$ cat src/design/araddr_pkg.sv
// Constants for the auxiliary register and data address unit.
// Assumes a single core clock and a synchronous active-low reset.
package araddr_pkg;
    // ****************************************************************
    // Widths and sizes
    // ****************************************************************
    localparam int        DATA_W        = 16;
    localparam int        PTR_W         = 3;
    localparam int        PAGE_W        = 9;
    localparam int        OFFS_W        = 7;
    localparam int        FULL_REGS     = 8;
    localparam int        REDUCED_REGS  = 5;
    localparam int        PAGE_WORDS    = 128;
    localparam int        PAGE_COUNT    = 512;
    // ****************************************************************
    // Register offsets (byte addresses on the AXI4-Lite bus)
    // ****************************************************************
    localparam logic [7:0] OFF_AUX_BASE  = 8'h00;
    localparam logic [7:0] OFF_POINTER   = 8'h20;
    localparam logic [7:0] OFF_PAGE      = 8'h24;
    localparam logic [7:0] OFF_BUS_VIEW  = 8'h28;
    // ****************************************************************
    // Field positions of the pointer register
    // ****************************************************************
    localparam int        PTR_LSB       = 0;
    localparam int        BUF_LSB       = 8;
    // ****************************************************************
    // Reset values
    // ****************************************************************
    localparam logic [15:0] AUX_RESET   = 16'h0000;
    localparam logic [2:0]  PTR_RESET   = 3'h0;
    localparam logic [8:0]  PAGE_RESET  = 9'h000;
    // ****************************************************************
    // Auxiliary arithmetic operations
    // ****************************************************************
    typedef enum logic [2:0] {
        ARAD_OP_NONE,
        ARAD_OP_INC,
        ARAD_OP_DEC,
        ARAD_OP_ADD_IDX,
        ARAD_OP_SUB_IDX,
        ARAD_OP_LOAD
    } arad_op_type;
    // ****************************************************************
    // AXI responses
    // ****************************************************************
    localparam logic [1:0] RESP_OKAY   = 2'h0;
    localparam logic [1:0] RESP_SLVERR = 2'h2;
endpackage

$ cat src/design/arad_regfile.sv
// Auxiliary register file with registered read port for the bus.
// Assumes one clock; write port has priority over nothing else.
`timescale 1ns/1ps
module arad_regfile #(
    parameter int NUM_REGS = 8
) (
    input  wire logic        aclk,
    input  wire logic        aresetn,
    input  wire logic        wr_en,
    input  wire logic [2:0]  wr_sel,
    input  wire logic [15:0] wr_data,
    input  wire logic [2:0]  rd_sel,
    output logic [15:0]      rd_data,
    input  wire logic [2:0]  cur_sel,
    output logic [15:0]      cur_data
);
    logic [15:0] mem [NUM_REGS];

    // ****************************************************************
    // Storage
    // ****************************************************************
    genvar gi;
    generate
        for (gi = 0; gi < NUM_REGS; gi++) begin : g_reg
            always_ff @(posedge aclk) begin
                if (!aresetn) begin
                    mem[gi] <= araddr_pkg::AUX_RESET;
                end else if (wr_en && (wr_sel == 3'(gi))) begin
                    mem[gi] <= wr_data;
                end
            end
        end
    endgenerate

    wire logic rd_ok  = 32'(rd_sel) < NUM_REGS;
    wire logic cur_ok = 32'(cur_sel) < NUM_REGS;

    // The current-register view is combinational so it tracks the pointer.
    assign cur_data = cur_ok ? mem[cur_sel] : 16'h0000;

    always_ff @(posedge aclk) begin
        if (!aresetn) begin
            rd_data <= 16'h0000;
        end else begin
            rd_data <= rd_ok ? mem[rd_sel] : 16'h0000;
        end
    end
endmodule

$ cat src/design/arad_unit.sv
// Auxiliary register address unit: register file, pointer and buffer,
// auxiliary arithmetic, page pointer and data address generation.
// Assumes the instruction decoder drives one-cycle command strobes on aclk.
//
// Register access over AXI4-Lite and the address map were left to the implementer.
`timescale 1ns/1ps
// Contract
// [RULE_01] The file holds eight 16-bit auxiliary registers, or five on the reduced variant.
// [RULE_02] A 3-bit pointer selects the active auxiliary register.
// [RULE_03] The auxiliary file bus always shows the register the pointer selects.
// [RULE_04] A dedicated 16-bit unsigned unit does all auxiliary register arithmetic.
// [RULE_05] Each pointer load copies the old pointer into the 3-bit pointer buffer.
// [RULE_06] A pointer load by the load-status instruction does not copy into the buffer.
// [RULE_07] Loading the second status register writes the buffer value into the pointer too.
// [RULE_08] A 9-bit page pointer names the current data memory page.
// [RULE_09] Pages are 128 words each, giving 512 pages.
// [RULE_10] The direct address is the page pointer above the seven low instruction bits.
// [RULE_11] Data addresses go to memory on a dedicated 16-bit address bus.
// [RULE_12] Auxiliary updates run every cycle alongside the central unit, never stalling.
// [RULE_13] Auxiliary registers exchange values over the shared 16-bit data bus.
// [RULE_14] Buffer capture and the new pointer load happen on the same clock edge.
module arad_unit #(
    parameter int NUM_REGS = araddr_pkg::FULL_REGS
) (
    input  wire logic        aclk,
    input  wire logic        aresetn,
    // Instruction decoder side.
    input  wire logic [15:0] instr_word,
    input  wire logic        direct_mode,
    input  wire logic [2:0]  aux_op,
    input  wire logic [15:0] aux_index,
    input  wire logic        ptr_load,
    input  wire logic [2:0]  ptr_value,
    input  wire logic        load_status_instr,
    input  wire logic        load_status_second_instr,
    input  wire logic [2:0]  status_buf_value,
    input  wire logic        page_load,
    input  wire logic [8:0]  page_value,
    input  wire logic        data_bus_store,
    input  wire logic [15:0] data_bus_in,
    output logic [15:0]      data_bus_out,
    output logic [15:0]      aux_file_bus,
    output logic [15:0]      direct_address_bus,
    output logic [15:0]      data_address_bus,
    output logic [2:0]       aux_pointer,
    output logic [2:0]       aux_pointer_buffer,
    output logic [8:0]       page_pointer,
    // AXI4-Lite slave.
    input  wire logic [7:0]  s_axi_awaddr,
    input  wire logic        s_axi_awvalid,
    output logic             s_axi_awready,
    input  wire logic [31:0] s_axi_wdata,
    input  wire logic [3:0]  s_axi_wstrb,
    input  wire logic        s_axi_wvalid,
    output logic             s_axi_wready,
    output logic [1:0]       s_axi_bresp,
    output logic             s_axi_bvalid,
    input  wire logic        s_axi_bready,
    input  wire logic [7:0]  s_axi_araddr,
    input  wire logic        s_axi_arvalid,
    output logic             s_axi_arready,
    output logic [31:0]      s_axi_rdata,
    output logic [1:0]       s_axi_rresp,
    output logic             s_axi_rvalid,
    input  wire logic        s_axi_rready
);
    // ****************************************************************
    // AXI write channel capture
    // ****************************************************************
    logic        aw_held;
    logic [7:0]  aw_addr;
    logic        w_held;
    logic [31:0] w_data;
    logic [3:0]  w_strb;

    assign s_axi_awready = !aw_held && !s_axi_bvalid;
    assign s_axi_wready  = !w_held && !s_axi_bvalid;

    wire logic aw_take = s_axi_awvalid && s_axi_awready;
    wire logic w_take  = s_axi_wvalid && s_axi_wready;
    // Both halves of a write are held, so the write fires this cycle; decoder traffic to the same file, pointer or page drops it.
    wire logic wr_fire = aw_held && w_held;

    always_ff @(posedge aclk) begin
        if (!aresetn) begin
            aw_held <= 1'b0;
            aw_addr <= 8'h00;
        end else if (aw_take) begin
            aw_held <= 1'b1;
            aw_addr <= s_axi_awaddr;
        end else if (wr_fire) begin
            aw_held <= 1'b0;
        end
    end

    always_ff @(posedge aclk) begin
        if (!aresetn) begin
            w_held <= 1'b0;
            w_data <= 32'h00000000;
            w_strb <= 4'h0;
        end else if (w_take) begin
            w_held <= 1'b1;
            w_data <= s_axi_wdata;
            w_strb <= s_axi_wstrb;
        end else if (wr_fire) begin
            w_held <= 1'b0;
        end
    end

    // ****************************************************************
    // Write decode
    // ****************************************************************
    function automatic logic is_aux_addr(input logic [7:0] a);
        is_aux_addr = (a[7:5] == araddr_pkg::OFF_AUX_BASE[7:5]) && (a[1:0] == 2'h0)
                      && (32'(a[4:2]) < NUM_REGS);
    endfunction

    wire logic       wr_aux     = wr_fire && is_aux_addr(aw_addr);
    wire logic       wr_ptr     = wr_fire && (aw_addr == araddr_pkg::OFF_POINTER);
    wire logic       wr_page    = wr_fire && (aw_addr == araddr_pkg::OFF_PAGE);
    wire logic       wr_known   = is_aux_addr(aw_addr) || (aw_addr == araddr_pkg::OFF_POINTER)
                                  || (aw_addr == araddr_pkg::OFF_PAGE)
                                  || (aw_addr == araddr_pkg::OFF_BUS_VIEW);
    wire logic [2:0] wr_aux_sel = aw_addr[4:2];
    wire logic [15:0] wr_word   = {w_strb[1] ? w_data[15:8] : 8'h00,
                                   w_strb[0] ? w_data[7:0] : 8'h00};

    always_ff @(posedge aclk) begin
        if (!aresetn) begin
            s_axi_bvalid <= 1'b0;
            s_axi_bresp  <= araddr_pkg::RESP_OKAY;
        end else if (wr_fire) begin
            s_axi_bvalid <= 1'b1;
            s_axi_bresp  <= wr_known ? araddr_pkg::RESP_OKAY : araddr_pkg::RESP_SLVERR;
        end else if (s_axi_bready) begin
            s_axi_bvalid <= 1'b0;
        end
    end

    // ****************************************************************
    // Auxiliary arithmetic unit
    // ****************************************************************
    logic [15:0] arith_result;
    logic        arith_write;

    // Unsigned 16-bit arithmetic wraps modulo 2^16, apart from the main datapath. [RULE_04]
    always_comb begin
        arith_write  = 1'b1;
        case (araddr_pkg::arad_op_type'(aux_op))
            araddr_pkg::ARAD_OP_INC:     arith_result = aux_file_bus + 16'h0001;
            araddr_pkg::ARAD_OP_DEC:     arith_result = aux_file_bus - 16'h0001;
            araddr_pkg::ARAD_OP_ADD_IDX: arith_result = aux_file_bus + aux_index;
            araddr_pkg::ARAD_OP_SUB_IDX: arith_result = aux_file_bus - aux_index;
            araddr_pkg::ARAD_OP_LOAD:    arith_result = aux_index;
            default: begin
                arith_result = aux_file_bus;
                arith_write  = 1'b0;
            end
        endcase
    end

    // ****************************************************************
    // Register file write arbitration
    // ****************************************************************
    // Decoder traffic always wins so the core never waits on the bus. [RULE_12]
    wire logic        rf_wr_en   = data_bus_store || arith_write || wr_aux;
    wire logic [2:0]  rf_wr_sel  = (data_bus_store || arith_write) ? aux_pointer : wr_aux_sel;
    wire logic [15:0] rf_wr_data = data_bus_store ? data_bus_in :
                                   arith_write ? arith_result : wr_word; // [RULE_13]
    wire logic [2:0]  rf_rd_sel  = s_axi_araddr[4:2];
    logic [15:0]      rf_rd_data;

    // Eight or five registers by parameter. [RULE_01]
    arad_regfile #(
        .NUM_REGS (NUM_REGS)
    ) u_regfile (
        .aclk     (aclk),
        .aresetn  (aresetn),
        .wr_en    (rf_wr_en),
        .wr_sel   (rf_wr_sel),
        .wr_data  (rf_wr_data),
        .rd_sel   (rf_rd_sel),
        .rd_data  (rf_rd_data),
        .cur_sel  (aux_pointer),
        .cur_data (aux_file_bus)
    );
    // The selected register is shown combinationally on the file bus. [RULE_03]

    // ****************************************************************
    // Pointer and pointer buffer
    // ****************************************************************
    wire logic       ptr_from_bus = wr_ptr && w_strb[0] && !ptr_load
                                    && !load_status_instr && !load_status_second_instr;
    wire logic       any_ptr_load = ptr_load || load_status_instr || ptr_from_bus;
    // Second status load puts the buffer value in both registers. [RULE_07]
    wire logic [2:0] next_aux_pointer =
        load_status_second_instr ? status_buf_value :
        (ptr_load || load_status_instr) ? ptr_value :
        ptr_from_bus ? w_data[araddr_pkg::PTR_LSB +: 3] : aux_pointer; // [RULE_02]
    wire logic [2:0] next_aux_pointer_buffer =
        load_status_second_instr ? status_buf_value :
        (any_ptr_load && !load_status_instr) ? aux_pointer : // [RULE_05] [RULE_06]
        aux_pointer_buffer;

    // Both registers update on one edge, so the buffer holds the prior pointer. [RULE_14]
    always_ff @(posedge aclk) begin
        if (!aresetn) begin
            aux_pointer        <= araddr_pkg::PTR_RESET;
            aux_pointer_buffer <= araddr_pkg::PTR_RESET;
        end else begin
            aux_pointer        <= next_aux_pointer;
            aux_pointer_buffer <= next_aux_pointer_buffer;
        end
    end

    // ****************************************************************
    // Page pointer and address generation
    // ****************************************************************
    wire logic [8:0] next_page_pointer = page_load ? page_value :
        (wr_page && !page_load) ? w_data[8:0] : page_pointer;

    always_ff @(posedge aclk) begin
        if (!aresetn) begin
            page_pointer <= araddr_pkg::PAGE_RESET; // [RULE_08]
        end else begin
            page_pointer <= next_page_pointer;
        end
    end

    // Page above 7-bit offset: 512 pages of 128 words. [RULE_09] [RULE_10]
    assign direct_address_bus = {page_pointer, instr_word[araddr_pkg::OFFS_W-1:0]};

    // The address bus is registered so memory sees a stable word. [RULE_11]
    always_ff @(posedge aclk) begin
        if (!aresetn) begin
            data_address_bus <= 16'h0000;
            data_bus_out     <= 16'h0000;
        end else begin
            data_address_bus <= direct_mode ? direct_address_bus : aux_file_bus;
            data_bus_out     <= aux_file_bus; // [RULE_13]
        end
    end

    // ****************************************************************
    // AXI read channel
    // ****************************************************************
    logic       rd_wait;
    logic [7:0] rd_addr;
    assign s_axi_arready = !s_axi_rvalid && !rd_wait;

    wire logic ar_take = s_axi_arvalid && s_axi_arready;

    always_ff @(posedge aclk) begin
        if (!aresetn) begin
            rd_wait <= 1'b0;
            rd_addr <= 8'h00;
        end else begin
            rd_wait <= ar_take;
            if (ar_take) begin
                rd_addr <= s_axi_araddr;
            end
        end
    end

    wire logic [31:0] rd_word =
        is_aux_addr(rd_addr) ? {16'h0000, rf_rd_data} :
        (rd_addr == araddr_pkg::OFF_POINTER) ?
            {21'h0, aux_pointer_buffer, 5'h00, aux_pointer} :
        (rd_addr == araddr_pkg::OFF_PAGE) ? {23'h0, page_pointer} :
        (rd_addr == araddr_pkg::OFF_BUS_VIEW) ? {16'h0000, aux_file_bus} : 32'h00000000;
    wire logic rd_known = is_aux_addr(rd_addr) || (rd_addr == araddr_pkg::OFF_POINTER)
                          || (rd_addr == araddr_pkg::OFF_PAGE)
                          || (rd_addr == araddr_pkg::OFF_BUS_VIEW);

    always_ff @(posedge aclk) begin
        if (!aresetn) begin
            s_axi_rvalid <= 1'b0;
            s_axi_rdata  <= 32'h00000000;
            s_axi_rresp  <= araddr_pkg::RESP_OKAY;
        end else if (rd_wait) begin
            s_axi_rvalid <= 1'b1;
            s_axi_rdata  <= rd_word;
            s_axi_rresp  <= rd_known ? araddr_pkg::RESP_OKAY : araddr_pkg::RESP_SLVERR;
        end else if (s_axi_rready) begin
            s_axi_rvalid <= 1'b0;
        end
    end
endmodule

$ cat config.mk
export PLATFORM = sky130hd
export DESIGN_NAME = arad_unit
export DESIGN_NICKNAME = d
export VERILOG_FILES = /design/src/design/araddr_pkg.sv /design/src/design/arad_regfile.sv /design/src/design/arad_unit.sv
export SDC_FILE = /design/constraint.sdc
export NUM_CORES = 1
export LEC_CHECK = 0
export ABC_AREA = 1
export BUFFER_PORTS_ARGS = -buffer_cell sky130_fd_sc_hd__buf_4
export CAP_MARGIN = 40
export CORE_MARGIN = 8
export CORE_UTILIZATION = 40
export DETAILED_ROUTE_END_ITERATION = 10
export PLACE_DENSITY = 0.7
export SLEW_MARGIN = 20
export SYNTH_ARGS = -nofsm -noshare
export SYNTH_HDL_FRONTEND = slang
export SYNTH_SLANG_ARGS = --single-unit
$ cat constraint.sdc
create_clock -name aclk -period 3.7 [get_ports aclk]
set_input_delay 1.11 -clock aclk [delete_from_list [all_inputs] [get_ports aclk]]
set_output_delay 1.11 -clock aclk [all_outputs]
set_load 0.01 [all_outputs]
Word level (Yosys, flattened, before mapping). Memory sizes are Yosys's and may differ from the RTL's. A register that Yosys moved wholly into a read port is not among the register bits. Cells that the tools add are included. Widths: inputs -> output; s select.

Mux-type cells: 63. Eq/ne operators: 18. Add/subtract/negate cells: 4. Bitwise operators: 8. Reductions and logical operators: 59.

Operators with widths (count): $mux 16 (15); $pmux 16 s5 (1); $eq 8x6->1 const B (6); $mux 1 (33); $logic_and 1x1->1 (26); $mux 3 (8); $eq 3x3->1 const B (6); $mux 9 (2); $add 16x1->16 const B (1); $add 16x16->16 (1); $mux 8 (2); $sub 16x1->16 const B (1); $sub 16x16->16 (1); $eq 3x2->1 const B (4); $reduce_bool 2->1 (6); $logic_not 1->1 (10); $logic_or 1x1->1 (10); $logic_not 3->1 (3); $or 1x1->1 (8); $eq 3x1->1 const B (2); $reduce_or 5->1 (1); $logic_not 2->1 (2); $mux 2 (2); $reduce_bool 3->1 (1).

Memories: 1. Output and inout port bits: 120. Input port bits: 131. Flip-flop bits (word level): 122. RAM bits: 128. Word-level logic and storage cells: 170.

Memories: u_regfile.mem (depth 8, width 16, read ports 2, clocked after Yosys merged registers in 2, wr ports 8, RTL line arad_regfile.sv:17) `logic [15:0] mem [NUM_REGS];`.

Longest topological paths before layout.
Depth after elaboration: 11. Depth in mapped cells: 22. Depth with buffers taken out: 22.

Modules after synthesis. From an unflattened synthesis, not the netlist that was laid out.

Cell total of the unflattened synthesis: 1909. Area total of the unflattened synthesis: 13888.3 um2.

By module, submodules not included: arad_regfile (cells each 991, area each 7733.7 um2, instances 1, seq. area each 4164.0 um2); arad_unit (cells each 918, area each 6154.7 um2, instances 1, seq. area each 2082.0 um2).

Worst setup path after synthesis. Ideal clock, no wire load.

Kind: input port to flip-flop. From: input aux_index[0]. To: memory u_regfile.mem[0][13], data pin. Buffers on the path: 0. Required time: 3.428 ns. Path slack: -0.120 ns. Library setup time: 0.272 ns. Cell stages on the path: 20. Arrival time: 3.548 ns. Path through: inv_1 > ha_1 > nand2_1 > nor2_1 > nand4_1 > nor2_1 > inv_1 > o21ai_0 > nand3_1 > nand2_1 > inv_1 > ha_1 > a21oi_1 > o21ai_0 > a21oi_1 > nand3_1 > nand3_1 > nand2_1 > o22ai_1 > nor2_1.

RTL lines: from (decl) (RTL line arad_unit.sv:31) `input wire logic [15:0] aux_index,`; to (decl) (RTL line arad_regfile.sv:17).

==> results.yml <==
yosys:
  synth_top_area_share_pct: 29.0
  synth_edf_count: 128
  synth_area_leaders: "edfxtp_1 29%, dfxtp_1 19%, o21ai_0 12%"
  ys.flop_type: "edfxtp_1"
  ys_types: 45
  synth_top_cell_by_area: "edfxtp_1"
  synth_area_um2: 13300
  ys_ff_latch: 251
  async_flop_share_pct: 0
  synth_warnings: 0
  syn-mean-instance-area_um2: 7.85
  synthCells: 1690
  ys_seq_area_share_pct: 47.6
hold_path:
  min_path_type: "flip-flop to flip-flop"
  hold_depth: 2
clocking:
  clk_root_buffer_cell: "clkbuf_16"
  path_clk_slew_ns: 0.06
  cts_buffer_depth: 3
  ctsHtreeMaxLevel: 1
  cts-hold-fix-buffers: 0
  clk_latency_ns: 0.54
  cts_sinks: 251
  cts_tree: "yes"
  numCtsBuffers: 26
die:
  die_h_um: 198
  die_w_um: 198
  start_util_pct: 40.7
  ioPinCount: 251
  rows: 66
  coreArea_um2: 32600
  dieArea_um2: 39200
global_route:
  grt_use_total_pct: 23.0
  grt_max_degree: 69
  grt_overflow_total: 0
  grt_first_pass_wirelength_um: 71500
  first_global_vias: 12600
  antenna_found_initial: 0
sta:
  post-route-period-util_pct: 97.6
  skew_ns: 0.0127
  fmax_mhz: 277
  fin_setup_tns_ns: 0
  hold_viol_final: 0
  final.min_clock_period_ns: 3.61
  slew_headroom_pct: 55.9
  setup_viol: 0
  tightest_slew_ns: 0.662
  slew_viol_final: 0
  timing.hold.ws_ns: 0.476
setup_path:
  reg2reg_depth: 17
  crit_type: "flip-flop to output pin"
  cp_max_fo: 20
  worst_setup_path_end_kind: "output pin"
  arrival_ns: 2.50
  required_ns: 2.59
  start_kind: "flip-flop"
routing:
  viasPerCell: 5.49
  first_pass_iters: 6
  wl_per_cell_um: 19.6
  dr_total_vias: 13300
  drc_errors: 0
  ant_nets: 0
  drt-initial-drc-count: 1256
  routed_wl_um: 47400
placed_design:
  dp_hpwl_um: 35100
  placed_area_um2: 16000
  port_buffers: 205
  finalWeightedCongestion: 0.973
run_status:
  outcome: "complete, no violations"
final_layout:
  drive_above_1_share_pct: 24.5
  finish.instance_area_um2: 17200
  diodes: 0
  fillers: 2979
  postLayoutCoreUtil_pct: 52.7
  final_nets: 2107
  syn2layout_area_growth_pct: 29.7
job:
  max_cap_violations: 0
power_and_ir_drop:
  p_total_mw: 8.08
  ir_worst_vdd_v: 0.000430
  p_per_area_nw_per_um2: 470
  p_leak_nw: 7.30
state kept, by name, summed over array words and instances (netlist names), 2 cells and up, named ones only:
name / count
u_regfile.mem: 128
data_address_bus: 16
data_bus_out: 16
s_axi_rdata: 16
u_regfile.rd_data: 16
w_data: 16
page_pointer: 9
aw_addr: 8
rd_addr: 8
aux_pointer: 3
aux_pointer_buffer: 3
w_strb: 2
timing repair:
| item | CTS | global route |
|---|---|---|
| resized for setup | 2 | 70 |
| setup endpoints to repair | 8 | 105 |
| setup buffers | 0 | 2 |
| endpoints found under the hold margin | 0 | 0 |
| pin swaps | 0 | 16 |
cells by family (layout without fill, tap and decap cells):
logic type               Yosys count  count (layout)  share of synthesized area [%]
AO/OA/AOI/OAI                    558             558                           22.5
buffers and inverters            268             540                           8.97
flip-flops                       251             251                           47.6
AND/OR/NAND/NOR                  594             594                           19.2
other                              1              18                         0.0283
adder cells (fa/ha/maj)           17              17                           1.66
XOR/XNOR                           1               1                         0.0661
worst paths after layout:
check | start | to | slack, ns
hold reg to reg | s_axi_rdata[10] | s_axi_rdata[10] | 0.48
setup / recovery | flip-flop | aux_file_bus[7] | 0.09
setup reg to reg | flip-flop | u_regfile.mem[0][10] | 0.17
hold / removal | s_axi_rdata[10] | s_axi_rdata[10] | 0.48
where the power goes:
part / internal, mW / switching (mW)
Clock: 1.53 / 1.13
Combinational: 0.845 / 1.28
Sequential: 3.16 / 0.123
worst max-delay path, cell delays in order (launching register included):
cell and delay, ns:
dfxtp_1 0.47, buf_4 0.31, o21ai_0 0.12, o21ai_0 0.20
inv_1 0.11, o21ai_0 0.37, buf_4 0.23, buf_4 0.13
cell usage in the layout, fill, tap and decap left out, drive strengths merged:
cell type and n:
a31oi 36, bufinv 1, o21ai 328, conb 18
o21a 3, edfxtp 128, nor4 4, and3 1
nor2 322, dfxtp 123, nand3 62, nand3b 2
nand4 4, clkinv 9, inv 144, o32ai 1
nand2 185, o21bai 1, fa 1, o22ai 7
a2111oi 1, a21oi 155, clkinvlp 1, ha 16
o211ai 15, buf 349, xor2 1, clkbuf 36
a21o 5, o2111ai 1, or2 6, nor3 8
a211oi 5
layout make-up:
type / count / area [um^2] / area share (%)
flip-flops and latches: 251 / 6310 / 36.7
multi-input cells: 1188 / 6100 / 35.5
repair buffers: 349 / 2820 / 16.4
clock buffers: 36 / 772 / 4.49
well taps: 442 / 553 / 3.22
inverters: 143 / 539 / 3.14
clock inverters: 12 / 101 / 0.589
metrics by stage:
stage	setup slack (ns)	std cells
2_1_floorplan	0.00745	1707
3_3_place_gp	-0.559	2368
3_5_place_dp	-0.534	2371
4_1_cts	0.0209	2419
6_report	0.0906	2421
5_1_grt	-0.0247	2421
cell usage after synthesis, drive strengths merged, types with 4 or more instances:
library cell  count
nor2            322
inv             143
nor4              4
nand3            62
a211oi            5
a31oi            36
a21o              5
or2               6
o211ai           15
o21ai           328
clkbuf           70
nor3              8
nand2           185
a21oi           155
nand4             4
o22ai             7
edfxtp          128
dfxtp           123
ha               16
buf              55
per-layer routing:
| metal | track usage (%) | wire length [um] |
|---|---|---|
| met1 | 28.6 | 18500 |
| met2 | 39.8 | 22800 |
| met3 | 3.90 | 4600 |
| met4 | 8.16 | 1510 |
| met5 | 0 | 0 |
Note: power is estimated with default switching activity, not from simulation.
